--- src/rtl/uim_pkg.sv ---
package uim_pkg;
	// ****************************************
	// bus addresses
	// ****************************************
	localparam logic [2:0] ADR_DATA  = 3'h0;
	localparam logic [2:0] ADR_MASK  = 3'h1;
	localparam logic [2:0] ADR_FIFO  = 3'h2;
	localparam logic [2:0] ADR_LCTL  = 3'h3;
	localparam logic [2:0] ADR_MCTL  = 3'h4;
	localparam logic [2:0] ADR_LSTS  = 3'h5;
	localparam logic [2:0] ADR_MSTS  = 3'h6;
	localparam logic [2:0] ADR_SCR   = 3'h7;
	localparam logic [2:0] ADR_RES1  = 3'h4;
	localparam logic [2:0] ADR_RES2  = 3'h5;
	localparam logic [2:0] ADR_PAU1  = 3'h6;
	localparam logic [2:0] ADR_PAU2  = 3'h7;

	// ****************************************
	// field positions and special values
	// ****************************************
	localparam logic [7:0] LCR_ENH_KEY  = 8'hbf;
	localparam int         LCR_DIV_BIT  = 7;
	localparam int         EFR_UNL_BIT  = 4;
	localparam int         FCR_EN_BIT   = 0;
	localparam int         FCR_RXR_BIT  = 1;
	localparam int         FCR_TXR_BIT  = 2;
	localparam int         FEATURE_CONTROL_SWP_BIT = 6;
	localparam int         FEATURE_CONTROL_RXT_BIT = 7;
	localparam int         ENHANCED_MODE_SELECT_IMM_BIT = 6;
	localparam int         IER_RXD_BIT  = 0;
	localparam int         IER_TXR_BIT  = 1;
	localparam int         IER_RLS_BIT  = 2;
	localparam int         IER_MSI_BIT  = 3;
	localparam logic [7:0] LOW_NIB_MASK = 8'h0f;
	localparam logic [7:0] UNL_MASK_IER = 8'hf0;
	localparam logic [7:0] UNL_MASK_FCR = 8'h30;
	localparam logic [7:0] UNL_MASK_MCR = 8'he0;

	// ****************************************
	// reset values and identity
	// ****************************************
	localparam logic [7:0] RST_ZERO     = 8'h00;
	localparam logic [7:0] RST_TRIG     = 8'h01;
	// arbitrary identity values
	localparam logic [7:0] REV_ID_VAL   = 8'h01;
	localparam logic [7:0] DEV_ID_VAL   = 8'h5c;

	// ****************************************
	// interrupt status codes
	// ****************************************
	localparam logic [3:0] ISR_NONE = 4'h1;
	localparam logic [3:0] ISR_RLS  = 4'h6;
	localparam logic [3:0] ISR_RXD  = 4'h4;
	localparam logic [3:0] ISR_TXR  = 4'h2;
	localparam logic [3:0] ISR_MSI  = 4'h0;

	typedef enum logic [2:0] {SRC_NONE, SRC_RLS, SRC_RXD, SRC_TXR, SRC_MSI} uim_src_t;
endpackage

--- src/rtl/uim_regs.sv ---
`timescale 1ns/1ps
module uim_regs
	import uim_pkg::*;
(
	input  wire logic        core_clk_i,
	input  wire logic        reset_n_i,
	input  wire logic        ce_i,
	input  wire logic [2:0]  addr_i,
	input  wire logic [7:0]  wdata_i,
	input  wire logic        wr_i,
	input  wire logic        rd_i,
	output logic [7:0]       rdata_o,
	input  wire logic [7:0]  rx_data_i,
	input  wire logic [6:0]  rx_level_i,
	input  wire logic [2:0]  rx_top_err_i,
	input  wire logic        rx_any_err_i,
	input  wire logic        rx_push_i,
	input  wire logic [2:0]  rx_push_err_i,
	input  wire logic        rx_overrun_i,
	input  wire logic [6:0]  tx_level_i,
	input  wire logic        tx_shift_empty_i,
	input  wire logic [7:0]  modem_status_i,
	output logic             rx_pop_o,
	output logic             tx_push_o,
	output logic [7:0]       tx_data_o,
	output logic             modem_status_rd_o,
	output logic             rx_fifo_rst_o,
	output logic             tx_fifo_rst_o,
	output logic             fifo_en_o,
	output logic [15:0]      divisor_o,
	output logic [3:0]       frac_div_o,
	output logic [7:0]       line_control_o,
	output logic [7:0]       modem_control_o,
	output logic [7:0]       feature_control_o,
	output logic [7:0]       enhanced_function_o,
	output logic [7:0]       enhanced_mode_select_o,
	output logic [7:0]       rx_trigger_o,
	output logic [7:0]       tx_trigger_o,
	output logic             irq_o
);
	// ****************************************
	// decode
	// ****************************************
	logic [7:0] lcr_q, ier_q, fcr_q, mcr_q, scr_q, enhanced_mode_select_q, feature_control_q, efr_q;
	logic [7:0] dll_q, dlm_q, dld_q, rtrg_q, ttrg_q;
	logic [7:0] res1_q, res2_q, pau1_q, pau2_q;
	logic [7:0] rdata_d;
	logic       ovr_q, imm_q;
	logic       enh, dacc, nacc, unl, wr, rd, fifo_en;
	logic       rxd_pend, txr_pend, rls_pend, msi_pend, div_zero;
	logic [7:0] line_status;
	logic [3:0] isr_code;
	uim_src_t   src;

	function automatic logic [7:0] merge(input logic [7:0] old, input logic [7:0] nw,
		input logic [7:0] lock, input logic open);
		merge = open ? nw : ((old & lock) | (nw & ~lock));
	endfunction

	function automatic logic hit(input logic [2:0] a, input logic [2:0] b, input logic s);
		hit = s && (a == b);
	endfunction

	assign wr   = ce_i && wr_i;
	assign rd   = ce_i && rd_i;
	assign enh  = (lcr_q == LCR_ENH_KEY);
	assign dacc = lcr_q[LCR_DIV_BIT] && !enh;
	assign nacc = !lcr_q[LCR_DIV_BIT] && !enh;
	assign unl  = efr_q[EFR_UNL_BIT];
	assign fifo_en  = fcr_q[FCR_EN_BIT];
	assign div_zero = (dll_q == RST_ZERO) && (dlm_q == RST_ZERO);

	// ****************************************
	// line control and divisor
	// ****************************************
	always_ff @(posedge core_clk_i or negedge reset_n_i) begin
		if (!reset_n_i) begin
			lcr_q <= RST_ZERO;
		end else if (wr && addr_i == ADR_LCTL) begin
			lcr_q <= wdata_i;
		end
	end

	always_ff @(posedge core_clk_i or negedge reset_n_i) begin
		if (!reset_n_i) begin
			dll_q <= RST_ZERO;
			dlm_q <= RST_ZERO;
			dld_q <= RST_ZERO;
		end else begin
			if (hit(addr_i, ADR_DATA, wr && dacc)) begin
				dll_q <= wdata_i;
			end
			if (hit(addr_i, ADR_MASK, wr && dacc)) begin
				dlm_q <= wdata_i;
			end
			if (hit(addr_i, ADR_FIFO, wr && dacc && unl)) begin
				dld_q <= wdata_i & LOW_NIB_MASK;
			end
		end
	end

	// ****************************************
	// mask, fifo and modem control
	// ****************************************
	always_ff @(posedge core_clk_i or negedge reset_n_i) begin
		if (!reset_n_i) begin
			ier_q <= RST_ZERO;
			fcr_q <= RST_ZERO;
			mcr_q <= RST_ZERO;
			scr_q <= RST_ZERO;
			enhanced_mode_select_q <= RST_ZERO;
		end else begin
			if (hit(addr_i, ADR_MASK, wr && nacc)) begin
				ier_q <= merge(ier_q, wdata_i, UNL_MASK_IER, unl);
			end
			if (hit(addr_i, ADR_FIFO, wr && !enh)) begin
				fcr_q <= merge(fcr_q, wdata_i, UNL_MASK_FCR, unl);
			end
			if (hit(addr_i, ADR_MCTL, wr && !enh)) begin
				mcr_q <= merge(mcr_q, wdata_i, UNL_MASK_MCR, unl);
			end
			if (hit(addr_i, ADR_SCR, wr && !enh)) begin
				if (feature_control_q[FEATURE_CONTROL_SWP_BIT]) begin
					enhanced_mode_select_q <= wdata_i;
				end else begin
					scr_q <= wdata_i;
				end
			end
		end
	end

	// ****************************************
	// enhanced window
	// ****************************************
	always_ff @(posedge core_clk_i or negedge reset_n_i) begin
		if (!reset_n_i) begin
			efr_q  <= RST_ZERO;
			feature_control_q <= RST_ZERO;
			rtrg_q <= RST_TRIG;
			ttrg_q <= RST_TRIG;
			res1_q <= RST_ZERO;
			res2_q <= RST_ZERO;
			pau1_q <= RST_ZERO;
			pau2_q <= RST_ZERO;
		end else if (wr && enh) begin
			case (addr_i)
				ADR_DATA: begin
					if (feature_control_q[FEATURE_CONTROL_RXT_BIT]) begin
						rtrg_q <= wdata_i;
					end else begin
						ttrg_q <= wdata_i;
					end
				end
				ADR_MASK: feature_control_q <= wdata_i;
				ADR_FIFO: efr_q  <= wdata_i;
				ADR_RES1: res1_q <= wdata_i;
				ADR_RES2: res2_q <= wdata_i;
				ADR_PAU1: pau1_q <= wdata_i;
				ADR_PAU2: pau2_q <= wdata_i;
				default: ;
			endcase
		end
	end

	// ****************************************
	// line status and error tracking
	// ****************************************
	always_ff @(posedge core_clk_i or negedge reset_n_i) begin
		if (!reset_n_i) begin
			ovr_q <= 1'b0;
			imm_q <= 1'b0;
		end else if (ce_i) begin
			// overrun sticky, set beats read clear
			ovr_q <= rx_overrun_i || (ovr_q && !hit(addr_i, ADR_LSTS, rd));
			imm_q <= (rx_push_i && |rx_push_err_i && enhanced_mode_select_q[ENHANCED_MODE_SELECT_IMM_BIT])
				|| (imm_q && !hit(addr_i, ADR_LSTS, rd));
		end
	end

	always_comb begin
		line_status = RST_ZERO;
		line_status[0] = (rx_level_i != 7'h00);
		line_status[1] = ovr_q;
		line_status[4:2] = line_status[0] ? rx_top_err_i : 3'h0;
		line_status[5] = (tx_level_i == 7'h00);
		line_status[6] = (tx_level_i == 7'h00) && tx_shift_empty_i;
		line_status[7] = rx_any_err_i;
	end

	// ****************************************
	// interrupt sources
	// ****************************************
	// trigger level in fifo mode
	assign rxd_pend = ier_q[IER_RXD_BIT] && (fifo_en ?
		({1'b0, rx_level_i} >= rtrg_q) : line_status[0]);
	// level driven, so enabling while empty fires
	assign txr_pend = ier_q[IER_TXR_BIT] && (fifo_en ?
		({1'b0, tx_level_i} < ttrg_q) : line_status[5]);
	assign rls_pend = ier_q[IER_RLS_BIT] && (ovr_q || imm_q
		|| (!enhanced_mode_select_q[ENHANCED_MODE_SELECT_IMM_BIT] && |line_status[4:2]));
	assign msi_pend = ier_q[IER_MSI_BIT] && |modem_status_i[3:0];

	uim_prio u_prio (
		.rls_i  (rls_pend),
		.rxd_i  (rxd_pend),
		.txr_i  (txr_pend),
		.msi_i  (msi_pend),
		.src_o  (src),
		.code_o (isr_code)
	);

	// ****************************************
	// read mux
	// ****************************************
	always_comb begin
		rdata_d = RST_ZERO;
		if (enh) begin
			case (addr_i)
				ADR_DATA: rdata_d = feature_control_q[FEATURE_CONTROL_RXT_BIT] ? {1'b0, rx_level_i}
					: {1'b0, tx_level_i};
				ADR_MASK: rdata_d = feature_control_q;
				ADR_FIFO: rdata_d = efr_q;
				ADR_RES1: rdata_d = res1_q;
				ADR_RES2: rdata_d = res2_q;
				ADR_PAU1: rdata_d = pau1_q;
				ADR_PAU2: rdata_d = pau2_q;
				default:  rdata_d = RST_ZERO;
			endcase
		end else begin
			case (addr_i)
				ADR_DATA: rdata_d = dacc ? (div_zero ? REV_ID_VAL : dll_q) : rx_data_i;
				ADR_MASK: rdata_d = dacc ? (div_zero ? DEV_ID_VAL : dlm_q) : ier_q;
				ADR_FIFO: rdata_d = (dacc && unl) ? dld_q
					: {fifo_en, fifo_en, 2'b00, isr_code};
				ADR_LCTL: rdata_d = lcr_q;
				ADR_MCTL: rdata_d = mcr_q;
				ADR_LSTS: rdata_d = line_status;
				ADR_MSTS: rdata_d = modem_status_i;
				ADR_SCR:  rdata_d = feature_control_q[FEATURE_CONTROL_SWP_BIT] ?
					(feature_control_q[FEATURE_CONTROL_RXT_BIT] ? {1'b0, rx_level_i} : {1'b0, tx_level_i})
					: scr_q;
				default:  rdata_d = RST_ZERO;
			endcase
		end
	end

	always_ff @(posedge core_clk_i or negedge reset_n_i) begin
		if (!reset_n_i) begin
			rdata_o <= RST_ZERO;
		end else if (rd) begin
			rdata_o <= rdata_d;
		end
	end

	// ****************************************
	// strobes to the datapath
	// ****************************************
	always_ff @(posedge core_clk_i or negedge reset_n_i) begin
		if (!reset_n_i) begin
			rx_pop_o          <= 1'b0;
			tx_push_o         <= 1'b0;
			tx_data_o         <= RST_ZERO;
			modem_status_rd_o <= 1'b0;
			rx_fifo_rst_o     <= 1'b0;
			tx_fifo_rst_o     <= 1'b0;
		end else if (ce_i) begin
			rx_pop_o          <= hit(addr_i, ADR_DATA, rd && nacc);
			tx_push_o         <= hit(addr_i, ADR_DATA, wr && nacc);
			modem_status_rd_o <= hit(addr_i, ADR_MSTS, rd && !enh);
			rx_fifo_rst_o     <= hit(addr_i, ADR_FIFO, wr && !enh) && wdata_i[FCR_RXR_BIT];
			tx_fifo_rst_o     <= hit(addr_i, ADR_FIFO, wr && !enh) && wdata_i[FCR_TXR_BIT];
			if (hit(addr_i, ADR_DATA, wr && nacc)) begin
				tx_data_o <= wdata_i;
			end
		end
	end

	assign fifo_en_o              = fifo_en;
	assign divisor_o              = {dlm_q, dll_q};
	assign frac_div_o             = unl ? dld_q[3:0] : 4'h0;
	assign line_control_o         = lcr_q;
	assign modem_control_o        = mcr_q;
	assign feature_control_o      = feature_control_q;
	assign enhanced_function_o    = efr_q;
	assign enhanced_mode_select_o = enhanced_mode_select_q;
	assign rx_trigger_o           = rtrg_q;
	assign tx_trigger_o           = ttrg_q;
	assign irq_o                  = (src != SRC_NONE);
endmodule

--- src/rtl/uim_prio.sv ---
`timescale 1ns/1ps
module uim_prio
	import uim_pkg::*;
(
	input  wire logic       rls_i,
	input  wire logic       rxd_i,
	input  wire logic       txr_i,
	input  wire logic       msi_i,
	output uim_pkg::uim_src_t src_o,
	output logic [3:0]      code_o
);
	// ****************************************
	// highest pending source wins
	// ****************************************
	always_comb begin
		if (rls_i) begin
			src_o = SRC_RLS;
		end else if (rxd_i) begin
			src_o = SRC_RXD;
		end else if (txr_i) begin
			src_o = SRC_TXR;
		end else if (msi_i) begin
			src_o = SRC_MSI;
		end else begin
			src_o = SRC_NONE;
		end
	end

	always_comb begin
		case (src_o)
			SRC_RLS: code_o = ISR_RLS;
			SRC_RXD: code_o = ISR_RXD;
			SRC_TXR: code_o = ISR_TXR;
			SRC_MSI: code_o = ISR_MSI;
			default: code_o = ISR_NONE;
		endcase
	end
endmodule

--- config.mk ---
export PLATFORM = sky130hd
export DESIGN_NAME = uim_regs
export DESIGN_NICKNAME = d
export VERILOG_FILES = /design/src/rtl/uim_pkg.sv /design/src/rtl/uim_regs.sv /design/src/rtl/uim_prio.sv
export SDC_FILE = /design/constraint.sdc
export NUM_CORES = 1
export LEC_CHECK = 0
export ABC_AREA = 1
export BUFFER_PORTS_ARGS = -buffer_cell sky130_fd_sc_hd__buf_2
export CAP_MARGIN = 25
export CORE_ASPECT_RATIO = 0.6
export CORE_UTILIZATION = 47
export CTS_CLUSTER_SIZE = 8
export DETAILED_ROUTE_END_ITERATION = 6
export GPL_ROUTABILITY_DRIVEN = 0
export HOLD_SLACK_MARGIN = 0.06
export PLACE_DENSITY = 0.76
export SYNTH_ARGS = -nofsm -noshare
export SYNTH_HDL_FRONTEND = slang
export SYNTH_SLANG_ARGS = --single-unit
--- constraint.sdc ---
create_clock -name core_clk_i -period 3.8 [get_ports core_clk_i]
set_input_delay 0.19 -clock core_clk_i [delete_from_list [all_inputs] [get_ports core_clk_i]]
set_output_delay 0.19 -clock core_clk_i [all_outputs]
set_load 0.05 [all_outputs]
Word level (Yosys, flattened, before mapping)
Cells that the tools add are included.
{ "word_totals": {"ff_bits": 153, "inputBits": 56, "out_inout_bits": 99, "wordCells": 132} }
{ "op_classes": {"magnitude_cmp": 2, "n_eq_ne": 12, "muxes": 22, "n_bitwise": 5, "n_reduce_logical": 65} }
{ "op_table": {"columns": ["cell", "n"], "rows": [
  ["$mux 8", 9],
  ["$pmux 8 s8", 1],
  ["$pmux 8 s7", 1],
  ["$logic_and 1x1->1", 37],
  ["$reduce_and 2->1", 9],
  ["$logic_not 8->1", 2],
  ["$eq 3x3->1 const B", 5],
  ["$mux 3", 5],
  ["$eq 3x2->1 const B", 4],
  ["$pmux 3 s4", 1],
  ["$eq 8x8->1 const B", 1],
  ["$ge 7x8->1", 1],
  ["$lt 7x8->1", 1],
  ["$or 8x4->8", 1],
  ["$or 8x5->8", 1],
  ["$logic_not 7->1", 1],
  ["$mux 7", 1],
  ["$reduce_bool 7->1", 1],
  ["$eq 3x1->1 const B", 2],
  ["$mux 6", 1],
  ["$or 6x4->6", 1],
  ["$reduce_and 3->1", 2],
  ["$reduce_or 3->1", 2],
  ["$logic_not 1->1", 4],
  ["other kinds (7)", 12]
]} }

Longest topological paths before layout
{ "logic_depth": {"word_depth": 12, "depth_mapped": 16, "ltp_nobuf": 16} }

Modules after synthesis
A second synthesis with hierarchy kept.
{ "unflattened": {"hier_cells": 968, "area_unflattened_um2": 7669.9} }
{ "by_module_without_submodules": {"columns": ["mod", "instances", "cells_each", "area_each_um2", "seq_area_each_um2"], "rows": [
  ["uim_regs", 1, 954, 7611.0, 3706.1],
  ["uim_prio", 1, 14, 58.8, 0.0]
]} }

Worst setup path before layout
OpenSTA, ideal clock, no wires.
{ "synth_path": {"path_type": "reg2reg", "startpoint": "register ttrg_q[6] (netlist: tx_trigger_o[6])", "endpoint": "register rdata_o[0]", "setup_ns": 0.077, "arrival_ns": 2.282, "required_ns": 3.723, "setup_slack_ns": 1.441, "stages_incl_launch_ff": 16, "path_buffers": 0, "period_less_slack_ns": 2.359, "path_cell_list": "dfrtp_1 > inv_1 > ha_1 > inv_1 > nor2_1 > and3_1 > nand2_1 > nand2_1 > nand2_1 > nand2_1 > nand3_1 > nand2_1 > nand2_1 > nand2_1 > nand2_1 > a21oi_1"} }
{ "synth_between": {"elab_chain_len": 11, "word_cells_on_any_way": 14, "cone_classes": "order compare (1); eq/ne (4); mux (8); reduce/logical (1)"} }
{ "synth_rtl": {"columns": ["element", "line", "text"], "rows": [
  ["start: declaration", "uim_regs.sv:45", "logic [7:0] dll_q, dlm_q, dld_q, rtrg_q, ttrg_q;"],
  ["start signal: assignment", "uim_regs.sv:151", "ttrg_q <= wdata_i;"],
  ["$lt 7x8->1 (*)", "uim_regs.sv:198", "({1'b0, tx_level_i} < ttrg_q) : line_status[5]);"],
  ["$mux 1 (*)", "uim_regs.sv:197", "assign txr_pend = ier_q[IER_TXR_BIT] && (fifo_en ?"],
  ["$logic_and 1x1->1 (*)", "uim_regs.sv:197", null],
  ["$mux 3 (*)", "uim_prio.sv:20", "end else if (txr_i) begin"],
  ["$mux 3 (*)", "uim_prio.sv:18", "end else if (rxd_i) begin"],
  ["$mux 3 (*)", "uim_prio.sv:16", "if (rls_i) begin"],
  ["$eq 3x3->1, or another cell as far along", "uim_prio.sv:30", "case (src_o)"],
  ["$pmux 3 s4 (*)", "uim_prio.sv:30", null],
  ["$mux 8 (*)", "uim_regs.sv:233", "ADR_FIFO: rdata_d = (dacc && unl) ? dld_q"],
  ["$pmux 8 s8 (*)", "uim_regs.sv:230", "case (addr_i)"],
  ["$mux 8 (*)", "uim_regs.sv:217", "if (enh) begin"],
  ["end signal: assignment", "uim_regs.sv:251", "rdata_o <= rdata_d;"],
  ["end: declaration", "uim_regs.sv:12", "output logic [7:0] rdata_o,"]
]} }
Mark *: on every way between the ends. The rest lies on a longest branch, timed or not.
A chain may end at the register's enable or synchronous reset.

Worst setup path in the final report
{ "layout_path": {"startpoint": "register lcr_q[7] (netlist: line_control_o[7])", "endpoint": "register dll_q[4]"} }
{ "layout_between": {"elab_chain_len": 5} }
{ "layout_rtl": {"columns": ["element", "line", "text"], "rows": [
  ["start: declaration", "uim_regs.sv:44", "logic [7:0] lcr_q, ier_q, fcr_q, mcr_q, scr_q, enhanced_mode_select_q, feature_control_q, efr_q;"],
  ["start signal: assignment", "uim_regs.sv:80", "lcr_q <= wdata_i;"],
  ["$eq 8x8->1", "uim_regs.sv:66", "assign enh = (lcr_q == LCR_ENH_KEY);"],
  ["$logic_not 1->1", "uim_regs.sv:67", "assign dacc = lcr_q[LCR_DIV_BIT] && !enh;"],
  ["$logic_and 1x1->1 (*)", "uim_regs.sv:67", null],
  ["$logic_and 1x1->1 (*)", "uim_regs.sv:90", "if (hit(addr_i, ADR_DATA, wr && dacc)) begin"],
  ["$logic_and 1x1->1 (*)", "uim_regs.sv:61", "hit = s && (a == b);"],
  ["end signal: assignment", "uim_regs.sv:91", "dll_q <= wdata_i;"],
  ["end: declaration", "uim_regs.sv:45", null]
]} }
Marked as above.

==> summary.md <==
The run finished with clean final reports. Headroom to the max-slew limit came out at 35.4%. The die is 98.1 µm tall.

The area added between synthesis and finish is 20.3%, and the worst endpoint data arrival time is 3.27 ns. In this design, the stage delay of the slowest critical-path cell is 0.54 ns. The net switching power of the design is 1.58 mW, and the number of optimization iterations in the first detailed-route pass is 7. The worst setup path is captured at a register. Cells fill 59.0% of the core in the end.

Summing the sequential cell areas from Yosys gives 51.2% of the chip area. The width of the die is 162 µm. Counting flops with a built-in enable in the synthesized netlist gives 0. For the number of max-cap violations, the log shows 0. The post-CTS setup-driven buffer insertion count was 0; the power density normalized to cell area was 512 mW/mm². Setup repair after global routing left no endpoint under its margin. The clock tree synthesis step divided the H-tree into 4 levels. The analysis attributes to cell leakage a power of 4.39 nW. In this run the worst path has a maximum fanout of 16. The post-synthesis cell area was 0.00724 mm². Counting I/O delays and the setup requirement, the final critical path takes 2.94 ns. The total power came out at 4.45 mW. The number of remaining DRC errors was 0.

For the count of mapped cells out of synthesis, the log shows 879. For the number of hold violations in the final report, the log shows 0. The classification of the worst setup path is register to register.

In the routed layout, each cell is associated on average with a via count of 5.66. Setup violations remaining at the end of the flow were counted as 0. The post-synth net total came out at 948. The most common cell after layout, fill and taps aside is sky130_fd_sc_hd__nand2_1. Buffer and inverter count on the worst path: 1.

Leaving out fill and tap cells, the most frequent cells in the layout are sky130_fd_sc_hd__nand2_1 (282), sky130_fd_sc_hd__buf_2 (153), sky130_fd_sc_hd__dfrtp_1 (146). The slew at the pin closest to its max-slew limit was 0.968 ns. The post-detailed-route wirelength per cell works out to 19.2 µm.

The logs give 1.07 ns for the setup slack after placement and 148 for the number of sinks handled by clock tree synthesis. The cell that appears most often on the critical path is sky130_fd_sc_hd__nand2_1. The total overflow left after global routing is 0. Broken down by cell family, the worst path's largest delay share belongs to simple AND/OR/NAND/NOR gates.

The internal portion of the total power is 2.88 mW. In this run the critical register-to-register path is launched from line_control_o[7]. Hold is met by 0.0711 ns. The floorplan step defined a core boundary enclosing 0.0148 mm². The tools report the final layout net count as 1092. The logs give 0.0159 mm² for the area enclosed by the die boundary and 0 for the antenna cell count.

TritonCTS built the clock tree. The startpoint of the most critical hold path was rx_push_err_i[2]. The number of nets with antenna violations after detailed routing was 0.

Each instance of the synthesized netlist takes up on average 8.23 µm². The worst setup margin was 0.862 ns. The tools report the initial antenna violation count as 0. In this run, the number of DRC markers left after iteration 0 of detailed routing was 991. The worst reg-to-reg path cell count works out to 7. The destination of the worst register-to-register timing path was dll_q[4]. Counting instances, the worst hold path has a depth of 3. Once detailed placement completed, the half-perimeter wirelength came to 16400 µm.

The via count of the first global-routing pass is 6239, and the number of warnings printed during yosys synthesis is 0. At the worst endpoint, the required time is 4.13 ns. Of the cells placed in the final design, the portion with a size suffix greater than 1 is 22.0%.

The tools report the largest net degree at the start of global routing as 113. The signal on the critical path passes through inv_1, nor3_1, nand2_1, nand2_1, nor2_1, nand2_1, o21ai_0. The logs give 34 for the number of rows in the core area and 0 for the number of pins with negative max-slew slack in the final report.

The clock latency on the worst-skew pair was 0.43 ns; the final-layout fill cell count was 1385. Clock skew on the completed layout was measured at 0.0104 ns. The effective utilization at floorplan was 49.0%. In this run the clock root is driven by a sky130_fd_sc_hd__clkbuf_16.

After synthesis, the share of flip-flops with an asynchronous set or reset is 100%. Derived from the worst setup path, the maximum achievable clock frequency is 340 MHz. Overall routed net length: 23700 µm.

The tools report the number of CTS-inserted buffers as 17. The tightest min-delay check is of the input port to register type. The number of buffer cells added on primary ports works out to 154. In this run, synthesis produced a sequential element count of 148. The tools report the startpoint class of the critical path as a register. Clock-pin slew was measured on the worst setup and hold paths at 0.07 ns. The switching power share of the total is 35.4%.

Across every metal layer, demand over resource in global routing totals 31.1%. In this run, flip-flops and latches consume 41.6% of the power. The maximum count of clock buffers along a single path came out at 2.

The tools report the largest voltage drop on the vdd net as 0.000343 V. For hold timing, the worst endpoint is imm_q. The post-route clock period utilization works out to 77.3%. Most used flip-flop cell after synthesis: sky130_fd_sc_hd__dfrtp_1. The final setup TNS was 0 ns.

Across all register-to-register paths, the minimum setup slack is 0.86 ns. The count of distinct cell types in the synthesized netlist is 41. The first global-routing pass estimated 36800 µm of wire.

The clock network power share is 37.2%. Combinational logic is responsible for 21.1% of the overall power. The final route contains 6987 vias. The slowest stage of the critical path is the sky130_fd_sc_hd__dfrtp_1 cell.

Top-level port count: 155.
==> power by group through the flow <==
stage,registers [mW],clock network (mW),logic (mW)
after detailed placement,1.87,0,0.921
after global routing,1.86,1.74,1.00
after CTS,1.85,1.66,0.928
final,1.85,1.66,0.940
after floorplan,2.17,0,0.301
after global placement,1.87,0,0.909
==> metrics by stage <==
stage                     cell area (µm²)  instances
final                                8700       1234
after detailed placement             8070       1198
after global routing                 8700       1234
after CTS                            8670       1233
after global placement               8070       1198
after floorplan                      7240        879
==> cell type report <==
type / instances / area, µm² / area share, %
Sequential cell: 148 / 3710 / 42.6
Clock inverter: 12 / 120 / 1.38
Clock buffer: 20 / 457 / 5.25
Inverter: 74 / 278 / 3.19
Timing Repair Buffer: 161 / 857 / 9.85
Multi-Input combinational cell: 621 / 3040 / 34.9
Tap cell: 198 / 248 / 2.85
==> worst register-to-register path: stages (launching register included) <==
cell and delay (ns):
sky130_fd_sc_hd__dfrtp_1 0.54, sky130_fd_sc_hd__inv_1 0.36, sky130_fd_sc_hd__nor3_1 0.09, sky130_fd_sc_hd__nand2_1 0.44, sky130_fd_sc_hd__nand2_1 0.39, sky130_fd_sc_hd__nor2_1 0.37
sky130_fd_sc_hd__nand2_1 0.36, sky130_fd_sc_hd__o21ai_0 0.31
==> logic make-up (layout without fill, tap and decap cells) <==
logic type,count (synthesis),in the layout,synth area share [%]
and+or+nand+nor,379,379,21.6
AOI/OAI and AO/OA,229,229,18.1
DFF,148,148,51.2
buffers and inverters,110,267,6.81
adders and majority gates,13,13,2.25
==> routing by layer <==
metal / vias up / wire length (µm) / part of all wire, % / global-route usage [%]
met5: - / 0 / 0 / 0
met4: 0 / 297 / 1.3 / 7.04
met3: 34 / 3030 / 13 / 9.52
met2: 489 / 9560 / 40 / 41.6
met1: 3259 / 10800 / 46 / 48.4
li1: 3205 / - / - / -
==> synthesized netlist by cell type, types with 2 or more instances <==
| cell | number | area share, % |
|---|---|---|
| sky130_fd_sc_hd__nor2_1 | 41 | 2.1 |
| sky130_fd_sc_hd__nor2_4 | 2 | 0.31 |
| sky130_fd_sc_hd__nor2_2 | 4 | 0.35 |
| sky130_fd_sc_hd__buf_2 | 11 | 0.76 |
| sky130_fd_sc_hd__o21ai_2 | 13 | 1.6 |
| sky130_fd_sc_hd__nand3_1 | 17 | 1.2 |
| sky130_fd_sc_hd__a21oi_1 | 28 | 1.9 |
| sky130_fd_sc_hd__nor4_1 | 4 | 0.35 |
| sky130_fd_sc_hd__o22ai_1 | 2 | 0.17 |
| sky130_fd_sc_hd__a31oi_1 | 4 | 0.35 |
| sky130_fd_sc_hd__inv_2 | 8 | 0.42 |
| sky130_fd_sc_hd__ha_1 | 13 | 2.2 |
| sky130_fd_sc_hd__nand2_2 | 4 | 0.35 |
| sky130_fd_sc_hd__nor3_1 | 8 | 0.55 |
| sky130_fd_sc_hd__dfrtp_1 | 146 | 50 |
| sky130_fd_sc_hd__a22oi_1 | 12 | 1.2 |
| sky130_fd_sc_hd__a211oi_1 | 2 | 0.21 |
| sky130_fd_sc_hd__o2111ai_1 | 4 | 0.48 |
| sky130_fd_sc_hd__inv_1 | 65 | 3.4 |
| sky130_fd_sc_hd__o21ai_0 | 144 | 10 |
| sky130_fd_sc_hd__o21ai_1 | 3 | 0.21 |
| sky130_fd_sc_hd__dfstp_2 | 2 | 0.73 |
| sky130_fd_sc_hd__and3_1 | 2 | 0.17 |
| sky130_fd_sc_hd__nand2_1 | 282 | 15 |
| sky130_fd_sc_hd__clkbuf_1 | 14 | 0.73 |
| sky130_fd_sc_hd__a221oi_1 | 7 | 0.85 |
| sky130_fd_sc_hd__buf_6 | 5 | 0.78 |
| sky130_fd_sc_hd__buf_4 | 5 | 0.52 |
| sky130_fd_sc_hd__nand3_2 | 3 | 0.42 |
| sky130_fd_sc_hd__o211ai_1 | 5 | 0.52 |
| sky130_fd_sc_hd__nand4_1 | 9 | 0.78 |
==> worst max-delay path by stage <==
stage          slack [ns]               from  cells past startpoint    endpoint
6_report             0.86  line_control_o[7]                      7    dll_q[4]
5_1_grt              0.67  line_control_o[7]                      8    dlm_q[6]
4_1_cts              1.00  line_control_o[7]                      7    dll_q[5]
3_5_place_dp         1.07  line_control_o[7]                      8    dll_q[6]
3_3_place_gp         1.22  line_control_o[7]                      8    dll_q[1]
2_1_floorplan        1.44    tx_trigger_o[6]                     15  rdata_o[0]
==> timing repair <==
item | 4_1_cts | 5_1_grt
hold endpoints to repair | 110 | 0
hold buffers | 3 | 0
resized for setup | 0 | 0
endpoints found under the setup margin | 0 | 0
(Power assumes the default switching activity.)
